## config.mk

```make
export PLATFORM = sky130hd
export DESIGN_NAME = mic_irq_ctrl
export DESIGN_NICKNAME = d
export VERILOG_FILES = /design/src/rtl/mic_pkg.sv /design/src/rtl/mic_irq_ctrl.sv
export SDC_FILE = /design/constraint.sdc
export NUM_CORES = 1
export LEC_CHECK = 0
export BUFFER_PORTS_ARGS = -buffer_cell sky130_fd_sc_hd__buf_2
export CELL_PAD_IN_SITES_DETAIL_PLACEMENT = 0
export CELL_PAD_IN_SITES_GLOBAL_PLACEMENT = 2
export CORE_UTILIZATION = 34
export DETAILED_ROUTE_END_ITERATION = 12
export GPL_TIMING_DRIVEN = 0
export HOLD_SLACK_MARGIN = 0.03
export PLACE_DENSITY_LB_ADDON = 0.1
export SKIP_CTS_REPAIR_TIMING = 1
export SYNTH_ARGS = -nofsm -noshare
export SYNTH_HDL_FRONTEND = slang
export SYNTH_SLANG_ARGS = --single-unit
```

## constraint.sdc

```tcl
create_clock -name sys_clk -period 72.5 [get_ports sys_clk]
set_clock_uncertainty 0.2 [all_clocks]
set_input_delay 10.875 -clock sys_clk [delete_from_list [all_inputs] [get_ports sys_clk]]
set_output_delay 10.875 -clock sys_clk [all_outputs]
set_load 0.03 [all_outputs]
```

## src/rtl/mic_pkg.sv

```systemverilog
// constants of the maskable interrupt controller
package mic_pkg;
   localparam int unsigned NumSrc        = 24;
   localparam int unsigned LevelW        = 2;
   localparam int unsigned DepthMax      = 4;
   localparam int unsigned EntryCycles   = 14;
   localparam int unsigned EntryCyclesX  = 17;
   localparam int unsigned ReturnCycles  = 12;
   localparam int unsigned ReturnCyclesX = 14;
   localparam int unsigned CntW          = 5;
   localparam logic [LevelW-1:0] LevelLow  = 2'h0;
   localparam logic [LevelW-1:0] LevelMid  = 2'h1;
   localparam logic [LevelW-1:0] LevelHigh = 2'h2;
   // no handler in service: every level is above it
   localparam logic [LevelW-1:0] LevelIdle = 2'h3;
   // entry step boundaries, counted from the first entry cycle (StepSavePsw from the pc save)
   localparam logic [CntW-1:0] StepSaveCsr  = 5'h0;
   localparam logic [CntW-1:0] StepSavePsw  = 5'h6;
   localparam logic [CntW-1:0] StepClearReq = 5'h8;
   // vector table in source index order (ascending address)
   localparam logic [15:0] VecTable [NumSrc] = '{
      16'h000A, 16'h000C, 16'h0016, 16'h0018, 16'h001A, 16'h001C,
      16'h001E, 16'h0020, 16'h0026, 16'h0028, 16'h002A, 16'h002C,
      16'h0036, 16'h0038, 16'h003A, 16'h003E, 16'h0042, 16'h0044,
      16'h0048, 16'h006A, 16'h006C, 16'h006E, 16'h0070, 16'h0072};
   // source indices
   localparam int unsigned SrcExt0 = 0;
   localparam int unsigned SrcFrc  = 1;
   localparam int unsigned SrcTm9  = 23;
   typedef enum logic [1:0] {
      MIC_IDLE,
      MIC_ENTRY,
      MIC_RETURN
   } mic_state_e;
endpackage : mic_pkg

```

## src/rtl/mic_irq_ctrl.sv

```systemverilog
// maskable interrupt controller: request latching, arbitration, entry and return
`timescale 1ns/100ps
`default_nettype none
module mic_irq_ctrl (
   input  wire logic                   sys_clk,
   input  wire logic                   sys_rst,
   input  wire logic [23:0]            srcEvent,
   input  wire logic [23:0]            source_enable,
   input  wire logic [47:0]            priority_level_code,
   input  wire logic                   priority_ctrl_on,
   input  wire logic                   expandedSpace,
   input  wire logic                   reqWrEn,
   input  wire logic [23:0]            reqWrData,
   input  wire logic                   mieWrEn,
   input  wire logic                   mieWrData,
   input  wire logic                   instrBoundary,
   input  wire logic                   return_from_irq_instr,
   output logic      [23:0]            reqFlags,
   output logic                        master_irq_enable,
   output logic                        entryBusy,
   output logic                        returnBusy,
   output logic      [2:0]             saveStep,
   output logic                        saveStrobe,
   output logic                        restoreStrobe,
   output logic      [2:0]             restoreStep,
   output logic                        pcLoad,
   output logic      [15:0]            pcVector,
   output logic      [1:0]             inServiceLevel
);
   localparam int unsigned N = mic_pkg::NumSrc;

   mic_pkg::mic_state_e stateQ;
   logic [23:0]            reqQ;
   logic                   mieQ;
   logic [4:0]             cntQ;
   logic [4:0]             selQ;
   logic [1:0]             selLvlQ;
   logic [1:0]             curLvlQ;
   logic [1:0]             lvlStackQ [mic_pkg::DepthMax];
   logic [2:0]             depthQ;
   logic [23:0]            eligible;
   logic [1:0]             lvl [N];
   logic                   winFound;
   logic [4:0]             winIdx;
   logic [1:0]             winLvl;
   logic                   accept;
   logic [4:0]             entryLast;
   logic [4:0]             returnLast;
   logic [4:0]             csrOfs;
   logic                   returnStart;

   // level decode and eligibility per source
   genvar g;
   generate
      for (g = 0; g < N; g++) begin : g_src
         assign lvl[g] = priority_level_code[2*g+1] ? mic_pkg::LevelHigh :
                         (priority_level_code[2*g] ? mic_pkg::LevelMid : mic_pkg::LevelLow);
         assign eligible[g] = reqQ[g] && source_enable[g] && mieQ &&
                              (!priority_ctrl_on || curLvlQ == mic_pkg::LevelIdle ||
                               lvl[g] > curLvlQ);
      end
   endgenerate

   // arbitration: highest level, then lowest index (lowest vector address)
   always_comb begin
      winFound = 1'b0;
      winIdx   = 5'h0;
      winLvl   = mic_pkg::LevelLow;
      for (int i = 0; i < N; i++) begin
         if (eligible[i]) begin
            // strict compare keeps the earlier (lower) vector on ties
            if (!winFound || (priority_ctrl_on && lvl[i] > winLvl)) begin
               winFound = 1'b1;
               winIdx   = 5'(i);
               winLvl   = lvl[i];
            end
         end
      end
   end

   // only taken at an instruction boundary while idle; nmi/reset live elsewhere
   assign accept     = (stateQ == mic_pkg::MIC_IDLE) && instrBoundary && winFound &&
                       !return_from_irq_instr;
   assign entryLast  = expandedSpace ? 5'(mic_pkg::EntryCyclesX - 1)
                                     : 5'(mic_pkg::EntryCycles - 1);
   assign returnLast = expandedSpace ? 5'(mic_pkg::ReturnCyclesX - 1)
                                     : 5'(mic_pkg::ReturnCycles - 1);
   assign csrOfs     = expandedSpace ? 5'h3 : 5'h0;
   // start of the exit walk, as the sequencer takes it below
   assign returnStart = (stateQ == mic_pkg::MIC_IDLE) && instrBoundary &&
                        return_from_irq_instr;

   // sequencer
   always_ff @(posedge sys_clk) begin
      if (sys_rst) begin
         stateQ <= mic_pkg::MIC_IDLE;
         cntQ   <= 5'h0;
         selQ   <= 5'h0;
         selLvlQ <= mic_pkg::LevelLow;
      end else begin
         case (stateQ)
            mic_pkg::MIC_IDLE: begin
               cntQ <= 5'h0;
               if (accept) begin
                  stateQ  <= mic_pkg::MIC_ENTRY;
                  selQ    <= winIdx;
                  selLvlQ <= winLvl;
               end else if (instrBoundary && return_from_irq_instr) begin
                  stateQ <= mic_pkg::MIC_RETURN;
               end
            end
            mic_pkg::MIC_ENTRY: begin
               if (cntQ == entryLast) begin
                  stateQ <= mic_pkg::MIC_IDLE;
                  cntQ   <= 5'h0;
               end else begin
                  cntQ <= cntQ + 5'h1;
               end
            end
            mic_pkg::MIC_RETURN: begin
               if (cntQ == returnLast) begin
                  stateQ <= mic_pkg::MIC_IDLE;
                  cntQ   <= 5'h0;
               end else begin
                  cntQ <= cntQ + 5'h1;
               end
            end
            default: stateQ <= mic_pkg::MIC_IDLE;
         endcase
      end
   end

   // request flags; a new event wins over both software and entry clear
   always_ff @(posedge sys_clk) begin
      if (sys_rst) begin
         reqQ <= 24'h000000;
      end else begin
         for (int i = 0; i < N; i++) begin
            if (srcEvent[i]) begin
               reqQ[i] <= 1'b1;
            end else if (reqWrEn) begin
               reqQ[i] <= reqWrData[i];
            end else if (stateQ == mic_pkg::MIC_ENTRY && cntQ == mic_pkg::StepClearReq &&
                         selQ == 5'(i)) begin
               reqQ[i] <= 1'b0;
            end
         end
      end
   end

   // master enable; cleared at acceptance so nothing slips in during entry
   always_ff @(posedge sys_clk) begin
      if (sys_rst) begin
         mieQ <= 1'b0;
      end else if (accept) begin
         mieQ <= 1'b0;
      end else if (stateQ == mic_pkg::MIC_RETURN && cntQ == returnLast) begin
         mieQ <= 1'b1;
      end else if (mieWrEn && stateQ == mic_pkg::MIC_IDLE) begin
         mieQ <= mieWrData;
      end
   end

   // in-service level stack; overflow beyond the depth drops the oldest save
   always_ff @(posedge sys_clk) begin
      if (sys_rst) begin
         curLvlQ <= mic_pkg::LevelIdle;
         depthQ  <= 3'h0;
         for (int k = 0; k < mic_pkg::DepthMax; k++) begin
            lvlStackQ[k] <= mic_pkg::LevelIdle;
         end
      end else if (accept) begin
         curLvlQ <= winLvl;
         lvlStackQ[0] <= curLvlQ;
         for (int k = 1; k < mic_pkg::DepthMax; k++) begin
            lvlStackQ[k] <= lvlStackQ[k-1];
         end
         if (depthQ != 3'(mic_pkg::DepthMax)) begin
            depthQ <= depthQ + 3'h1;
         end
      end else if (stateQ == mic_pkg::MIC_RETURN && cntQ == 5'h0) begin
         curLvlQ <= lvlStackQ[0];
         for (int k = 0; k < mic_pkg::DepthMax - 1; k++) begin
            lvlStackQ[k] <= lvlStackQ[k+1];
         end
         lvlStackQ[mic_pkg::DepthMax-1] <= mic_pkg::LevelIdle;
         if (depthQ != 3'h0) begin
            depthQ <= depthQ - 3'h1;
         end
      end
   end

   // save/restore strobes to the core: step 0 pc, 1 acc, 2 base, 3 status, 4 code seg
   always_ff @(posedge sys_clk) begin
      if (sys_rst) begin
         saveStrobe    <= 1'b0;
         saveStep      <= 3'h0;
         restoreStrobe <= 1'b0;
         restoreStep   <= 3'h0;
         pcLoad        <= 1'b0;
         pcVector      <= 16'h0000;
      end else begin
         saveStrobe    <= 1'b0;
         restoreStrobe <= 1'b0;
         pcLoad        <= 1'b0;
         if (stateQ == mic_pkg::MIC_ENTRY) begin
            // code segment first when expanded, then pc, acc, base, status two cycles apart
            if (expandedSpace && cntQ == mic_pkg::StepSaveCsr) begin
               saveStrobe <= 1'b1;
               saveStep   <= 3'h4;
            end else if (cntQ >= csrOfs && cntQ - csrOfs <= mic_pkg::StepSavePsw &&
                         !cntQ[0] == !csrOfs[0]) begin
               saveStrobe <= 1'b1;
               saveStep   <= 3'((cntQ - csrOfs) >> 1);
            end
            if (cntQ == entryLast) begin
               pcLoad   <= 1'b1;
               pcVector <= mic_pkg::VecTable[selQ];
            end
         end
         if (stateQ == mic_pkg::MIC_RETURN) begin
            // status, base, acc, pc, then code segment when expanded
            if (cntQ >= 5'h2 && !cntQ[0] && cntQ <= 5'h8 + (expandedSpace ? 5'h2 : 5'h0)) begin
               restoreStrobe <= 1'b1;
               // code segment comes last, after the pc
               if (cntQ == 5'hA) begin
                  restoreStep <= 3'h4;
               end else begin
                  restoreStep <= 3'h3 - 3'((cntQ - 5'h2) >> 1);
               end
            end
         end
      end
   end

   // status outputs
   always_ff @(posedge sys_clk) begin
      if (sys_rst) begin
         reqFlags          <= 24'h000000;
         master_irq_enable <= 1'b0;
         entryBusy         <= 1'b0;
         returnBusy        <= 1'b0;
         inServiceLevel    <= mic_pkg::LevelIdle;
      end else begin
         reqFlags          <= reqQ;
         master_irq_enable <= mieQ;
         entryBusy         <= stateQ == mic_pkg::MIC_ENTRY;
         returnBusy        <= stateQ == mic_pkg::MIC_RETURN;
         inServiceLevel    <= curLvlQ;
      end
   end
endmodule : mic_irq_ctrl
`default_nettype wire

```

==> reports/qor.csv, run 1 <==
stage,metric,value,unit
outcome,run_status,finished clean,
critical_path,slowest_delay,0.57,ns
job,max-cap-violations,0,
drt,ant_nets,0,
global_route,overflow,0,
cts,clock_latency,0.36,ns
drt,firstDrtPassIters,4,
placed_design,place_congestion,0.834,
sta,maxSlewHeadroom,9.14,%
min_path,min_from,saveStep[0],
critical_path,critical_path_required,72.60,ns
die,start_util,35.1,%
drt,via_per_inst,5.35,
sta,fmax,0.0231,GHz
yosys,ys_types,96,
sta,rsz0062_at_grt,false,
die,core_area,23800,sq um
global_route,grt_pass1_vias,8046,
global_route,grt_max_degree,26,
critical_path,reg2regPathDepth,170,
drt,drt_iter0_markers,387,
die,dieHeight,159,um
min_path,hp-class,flip-flop to flip-flop,
critical_path,r2r_end,selQ[3],
sta,tightest_slew,1.36,ns
min_path,min_to,saveStep[0],
sta,period_minus_slack,43.23,ns
global_route,antenna_found_initial,0,
yosys,synth-seq-cells,91,
placed_design,dpl.hpwl,23200,um
drt,drc,0,
yosys,synthFlopType,dfxtp_1,
drt,wl_per_cell,18.2,um
sta,hold_viol_final,0,
cts,clock_sinks,91,
die,die-area,25200,sq um
layout,final_cell_mix,"176 x buf_2, 107 x nand2_1, 105 x a21oi_1",
global_route,grtUsageTotal,23.5,%
critical_path,r2r-start,curLvlQ[1],
yosys,synthArstFlopShare,0,%
min_path,hold_depth,2,
cts,cts.path.max_buffers,2,
critical_path,critPathLaunchType,primary input,
die,fp.dieW,159,um
sta,whs,0.269,ns
drt,vias,8524,
sta,fin_crit_sh,59.6,%
critical_path,r2r_slack,38.67,ns
pwr,power_density,16.9,nW/um^2
cts,cts_tree,yes,
cts,clkSlewWorstSetupHoldPaths,0.08,ns
pwr,p_leak,4.35,nW
sta,final-setup-viol-count,0,
layout,final_common_cell,buf_2,
cts,numCtsBuffers,9,
die,row_count,56,
yosys,syn_area_per_cell,7.75,sq um
sta,slew_violations,0,
placed_design,numPortBuffers,170,
layout,antennaDiodeCount,0,
cts,htreeDepth,3,
pwr,ir_worst_vdd,10.8,uV
sta,finalSetupTns,0,ns
critical_path,slowest_stage,a211oi_1,
layout,utilization,41.9,%
layout,drive_gt1_share,20.3,%
global_route,grt_pass1_wl,44800,um
critical_path,crit_fanout,10,
yosys,syn_area,8340,sq um
yosys,syn_inst,1077,
critical_path,endpoint_kind,flip-flop,
drt,wl,29000,um
critical_path,cp_common_cell,nor2_1,
cts,cts-root-buf,clkbuf_16,
yosys,ys_seq_area_share,22.6,%
layout,fin_nets,1497,
yosys,synth_edf_count,6,
critical_path,critPathKind,primary input to flip-flop,
yosys,yosys_warnings,0,
die,pin_count,183,
layout,area_growth,19.3,%
critical_path,cp.arrival,43.33,ns
## report_power, final
group / switching [mW] / leakage [nW] / internal (mW) / total, mW
clock: 0.0233 / 0.152 / 0.0276 / 0.0509
sequential: 0.00243 / 0.741 / 0.0532 / 0.0556
combinational: 0.0377 / 3.45 / 0.0236 / 0.0613
total: 0.0634 / 4.35 / 0.104 / 0.168
## layout make-up
cell class | instances | area [sq um]
fillers | 2579 | 13800
multi-input cells | 899 | 6070
flip-flops and latches | 91 | 1880
repair buffers | 171 | 871
well taps | 319 | 399
plain buffers | 51 | 259
clock buffers | 10 | 229
inverters | 45 | 169
clock inverters | 6 | 78.8
## worst max path at each step
stage | from | to | slack (ns) | cells past startpoint
after floorplan | priority_ctrl_on | selQ[3] | 34.27 | 170
after global placement | priority_ctrl_on | selQ[4] | 29.16 | 170
after detailed placement | priority_ctrl_on | selQ[4] | 29.20 | 171
after CTS | priority_ctrl_on | selQ[3] | 29.49 | 171
after global routing | priority_ctrl_on | selQ[3] | 26.05 | 170
final | priority_ctrl_on | selQ[3] | 29.27 | 170
## Yosys cell counts, types with 5 or more instances
master / n / area share (%)
nor2_1: 93 / 4.2
nand2_1: 107 / 4.8
a31oi_1: 12 / 0.90
o21ai_1: 5 / 0.30
ha_1: 99 / 15
a211o_1: 6 / 0.63
and2_1: 7 / 0.52
o21bai_1: 5 / 0.45
nand2b_1: 20 / 1.5
a21o_1: 14 / 1.3
edfxtp_1: 6 / 2.2
o31ai_1: 5 / 0.45
dfxtp_1: 85 / 20
buf_2: 6 / 0.36
or2_2: 8 / 0.60
nor2b_1: 63 / 4.7
buf_4: 12 / 1.1
o21a_1: 8 / 0.72
o211ai_1: 12 / 1.1
o2111ai_1: 5 / 0.52
clkbuf_1: 30 / 1.3
nor3b_1: 8 / 0.72
nand3_1: 45 / 2.7
nor3_1: 29 / 1.7
mux2i_1: 8 / 0.96
a21oi_1: 105 / 6.3
nand3b_1: 25 / 2.2
and3_1: 11 / 0.83
o21ai_0: 53 / 3.2
inv_1: 44 / 2.0
a211oi_1: 21 / 1.9
## routing by layer
| layer | global-route usage, % | part of all wire, % | vias to the layer above | wire [um] |
|---|---|---|---|---|
| li1 | - | - | 4312 | - |
| met1 | 32.4 | 48 | 4001 | 13900 |
| met2 | 39.2 | 47 | 189 | 13500 |
| met3 | 2.56 | 4.1 | 22 | 1210 |
| met4 | 5.17 | 1.5 | 0 | 429 |
| met5 | 0 | 0 | - | 0 |
## kinds of logic (layout without fill, tap and decap cells)
family / after synthesis / after routing / synth area share, %
AND/OR/NAND/NOR: 442 / 442 / 27.2
AO/OA/AOI/OAI: 332 / 332 / 28.2
adder cells (fa/ha/maj): 100 / 100 / 15.1
buffers and inverters: 96 / 283 / 5.13
flip-flops: 91 / 91 / 22.6
multiplexers: 11 / 11 / 1.36
XOR/XNOR: 4 / 4 / 0.420
other: 1 / 10 / 0.0450
## registers in the layout, summed over array words and instances, names as in the netlist, 3 cells and up
signal	count
saveStep	3
restoreStep	3
lvlStackQ	8
selQ	5
reqQ	24
cntQ	5
reqFlags	24
pcVector	6
## per-stage QoR
stage / cells / area, sq um / setup WS (ns) / total power, mW
2_1_floorplan: 1086 / 8380 / 34.27 / 0.0984
3_3_place_gp: 1575 / 9630 / 29.16 / 0.117
3_5_place_dp: 1576 / 9650 / 29.20 / 0.118
4_1_cts: 1592 / 9950 / 29.49 / 0.170
5_1_grt: 1592 / 9950 / 26.05 / 0.180
6_report: 1592 / 9950 / 29.27 / 0.168
## critical path: cells and delay by family
| family | cells | cell delay (ns) |
|---|---|---|
| AO/OA/AOI/OAI | 78 | 15.99 |
| adder cells (fa/ha/maj) | 23 | 6.11 |
| buffers and inverters | 13 | 1.66 |
| multiplexers | 6 | 1.62 |
| AND/OR/NAND/NOR | 50 | 7.05 |
Note: power is estimated with default switching activity, not from simulation.
==> run 2: changes to the inputs <==
--- a/config.mk
+++ b/config.mk
@@ -8,7 +8,7 @@
 export BUFFER_PORTS_ARGS = -buffer_cell sky130_fd_sc_hd__buf_2
 export CELL_PAD_IN_SITES_DETAIL_PLACEMENT = 0
 export CELL_PAD_IN_SITES_GLOBAL_PLACEMENT = 2
-export CORE_UTILIZATION = 34
+export CORE_UTILIZATION = 29
 export DETAILED_ROUTE_END_ITERATION = 12
 export GPL_TIMING_DRIVEN = 0
 export HOLD_SLACK_MARGIN = 0.03
==> constraint.sdc (replaced) <==
create_clock -name sys_clk -period 35.7 [get_ports sys_clk]
set_clock_uncertainty 0.2 [all_clocks]
set_input_delay 5.355 -clock sys_clk [delete_from_list [all_inputs] [get_ports sys_clk]]
set_output_delay 5.355 -clock sys_clk [all_outputs]
set_load 0.03 [all_outputs]
==> reports/qor.csv, run 2 (synthesis results as in run 1) <==
stage,metric,value,unit,change
global_route,grt_pass1_wl,46800,um,+4.5%
layout,utilization,39.3,%,-2.6 points
drt,wl,31600,um,+8.8%
layout,area_growth,31.9,%,
drt,drc,0,,unchanged
layout,fillCellCount,3036,,+18%
cts,cts.path.max_buffers,2,,unchanged
die,die-area,29400,sq um,+17%
sta,fin_crit_sh,95.4,%,
global_route,overflow,0,,unchanged
drt,via_per_inst,5.18,,-3.2%
layout,top_regs,"reqFlags x24, reqQ x24, lvlStackQ x8",,
pwr,power_density,33.2,nW/um^2,+97%
cts,clock_sinks,91,,unchanged
sta,fmax,0.0294,GHz,
cts,clock_latency,0.36,ns,about the same
placed_design,place_congestion,0.865,,+3.7%
cts,cts-root-buf,clkbuf_16,,
pwr,p_seq_share,30.9,%,-2.2 points
layout,antennaDiodeCount,0,,unchanged
sta,whs,0.254,ns,-0.0145 ns
layout,fin_nets,1550,,+3.5%
cts,clkSlewWorstSetupHoldPaths,0.09,ns,about the same
global_route,grtUsageTotal,20.9,%,-2.6 points
pwr,switching_share,39.0,%,+1.2 points
sta,tightest_slew,1.01,ns,-0.355 ns
critical_path,critPathLaunchType,primary input,,
die,core_area,28000,sq um,+18%
pwr,ir_worst_vdd,17.3,uV,+61%
critical_path,crit_start,priority_ctrl_on,,
global_route,grt_max_degree,22,,-15%
sta,hold_viol_final,0,,unchanged
outcome,run_status,finished clean,,
sta,maxSlewHeadroom,32.9,%,+24 points
critical_path,slowest_delay,0.35,ns,-0.22 ns
placed_design,dpl.hpwl,24400,um,+5.3%
global_route,antenna_found_initial,1,,+1
pwr,p_clk_share,28.6,%,-1.7 points
layout,fin_area,11000,sq um,+10%
cts,htreeDepth,3,,unchanged
min_path,min_from,restoreStep[1],,
critical_path,slowest_stage,mux2_4,,
drt,firstDrtPassIters,5,,+1
die,row_count,61,,+8.9%
job,max-cap-violations,0,,unchanged
cts,numCtsBuffers,9,,unchanged
critical_path,crit_fanout,10,,unchanged
critical_path,critPathKind,primary input to flip-flop,,
sta,period_minus_slack,34.06,ns,
critical_path,cp_common_cell,ha_1,,
placed_design,numPortBuffers,170,,unchanged
layout,final_common_cell,buf_2,,
cts,cts_tree,yes,,
critical_path,critical_path_required,35.72,ns,-36.88 ns
pwr,p_leak,4.69,nW,+7.9%
pwr,p_switching,0.143,mW,+120%
placed_design,post_dp_cell_area,9750,sq um,+1.1%
min_path,hold_depth,2,,unchanged
sta,final-setup-viol-count,0,,unchanged
sta,slew_violations,0,,unchanged
drt,wl_per_cell,18.5,um,+1.6%
pwr,internal-power,0.223,mW,+110%
critical_path,reg2regPathDepth,173,,+1.8%
layout,final_cell_mix,"174 x buf_2, 102 x nand2_1, 96 x a21oi_1, 96 x ha_1, 84 x dfxtp_1",,
critical_path,r2r_slack,5.42,ns,-33.25 ns
critical_path,r2r-start,curLvlQ[1],,
drt,vias,8832,,+3.6%
critical_path,endpoint_kind,flip-flop,,
die,dieHeight,172,um,+8.2%
min_path,hp-class,flip-flop to flip-flop,,
min_path,min_to,restoreStep[1],,
global_route,grt_pass1_vias,8154,,+1.3%
die,pin_count,183,,unchanged
critical_path,cp.arrival,34.08,ns,-9.25 ns
die,fp.dieW,172,um,+8.2%
critical_path,r2r_end,selQ[4],,
drt,ant_nets,0,,unchanged
pwr,pwr-share-comb,40.5,%,+4.0 points
layout,drive_gt1_share,30.0,%,+9.7 points
die,start_util,29.8,%,-5.3 points
drt,drt_iter0_markers,431,,+11%
==> run 2: worst max-delay path by stage <==
stage,to,slack [ns],depth (start not counted)
after detailed placement,selQ[4],-2.08,170
after CTS,selQ[4],-1.84,170
after global placement,selQ[4],-2.18,171
after floorplan,selQ[3],2.99,170
after global routing,selQ[4],-0.31,174
final,selQ[4],1.64,172
==> run 2: routing by layer <==
| metal | up-vias | share of wire, % | track usage, % |
|---|---|---|---|
| li1 | 4420 | - | - |
| met2 | 189 | 48 | 35.7 |
| met1 | 4203 | 47 | 28.2 |
| met5 | - | 0 | 0 |
| met4 | 0 | 1.2 | 4.62 |
| met3 | 20 | 4.1 | 2.19 |
==> run 2: area by class of cell <==
| type | instances | area, sq um | area share [%] |
|---|---|---|---|
| clock inverters | 6 | 77.6 | 0.705 |
| flip-flops and latches | 91 | 1880 | 17.1 |
| well taps | 378 | 473 | 4.30 |
| repair buffers | 224 | 1290 | 11.7 |
| clock buffers | 10 | 250 | 2.28 |
| inverters | 45 | 169 | 1.54 |
| plain buffers | 51 | 264 | 2.40 |
| multi-input cells | 899 | 6590 | 59.9 |
==> run 2: per-stage QoR <==
stage / cells / setup TNS [ns] / setup slack [ns] / power (mW)
2_1_floorplan: 1086 / 0 / 2.99 / 0.200
3_5_place_dp: 1636 / -13.49 / -2.08 / 0.242
4_1_cts: 1652 / -11.82 / -1.84 / 0.348
3_3_place_gp: 1634 / -14.17 / -2.18 / 0.240
5_1_grt: 1704 / -1.61 / -0.314 / 0.391
6_report: 1704 / 0 / 1.64 / 0.365
==> run 2: worst max-delay path: cells and delay by family <==
kind,cells,cell delay (ns)
compound gates,74,12.80
fa+ha+maj,23,5.98
buf+inv,15,1.74
mux,6,1.40
simple gates,54,6.79
==> run 2: power groups by stage <==
| stage | clock, mW | sequential, mW | combinational (mW) |
|---|---|---|---|
| 2_1_floorplan | 0 | 0.118 | 0.0819 |
| 3_5_place_dp | 0 | 0.115 | 0.127 |
| 6_report | 0.105 | 0.113 | 0.148 |
| 3_3_place_gp | 0 | 0.117 | 0.124 |
| 5_1_grt | 0.112 | 0.114 | 0.165 |
| 4_1_cts | 0.108 | 0.113 | 0.127 |
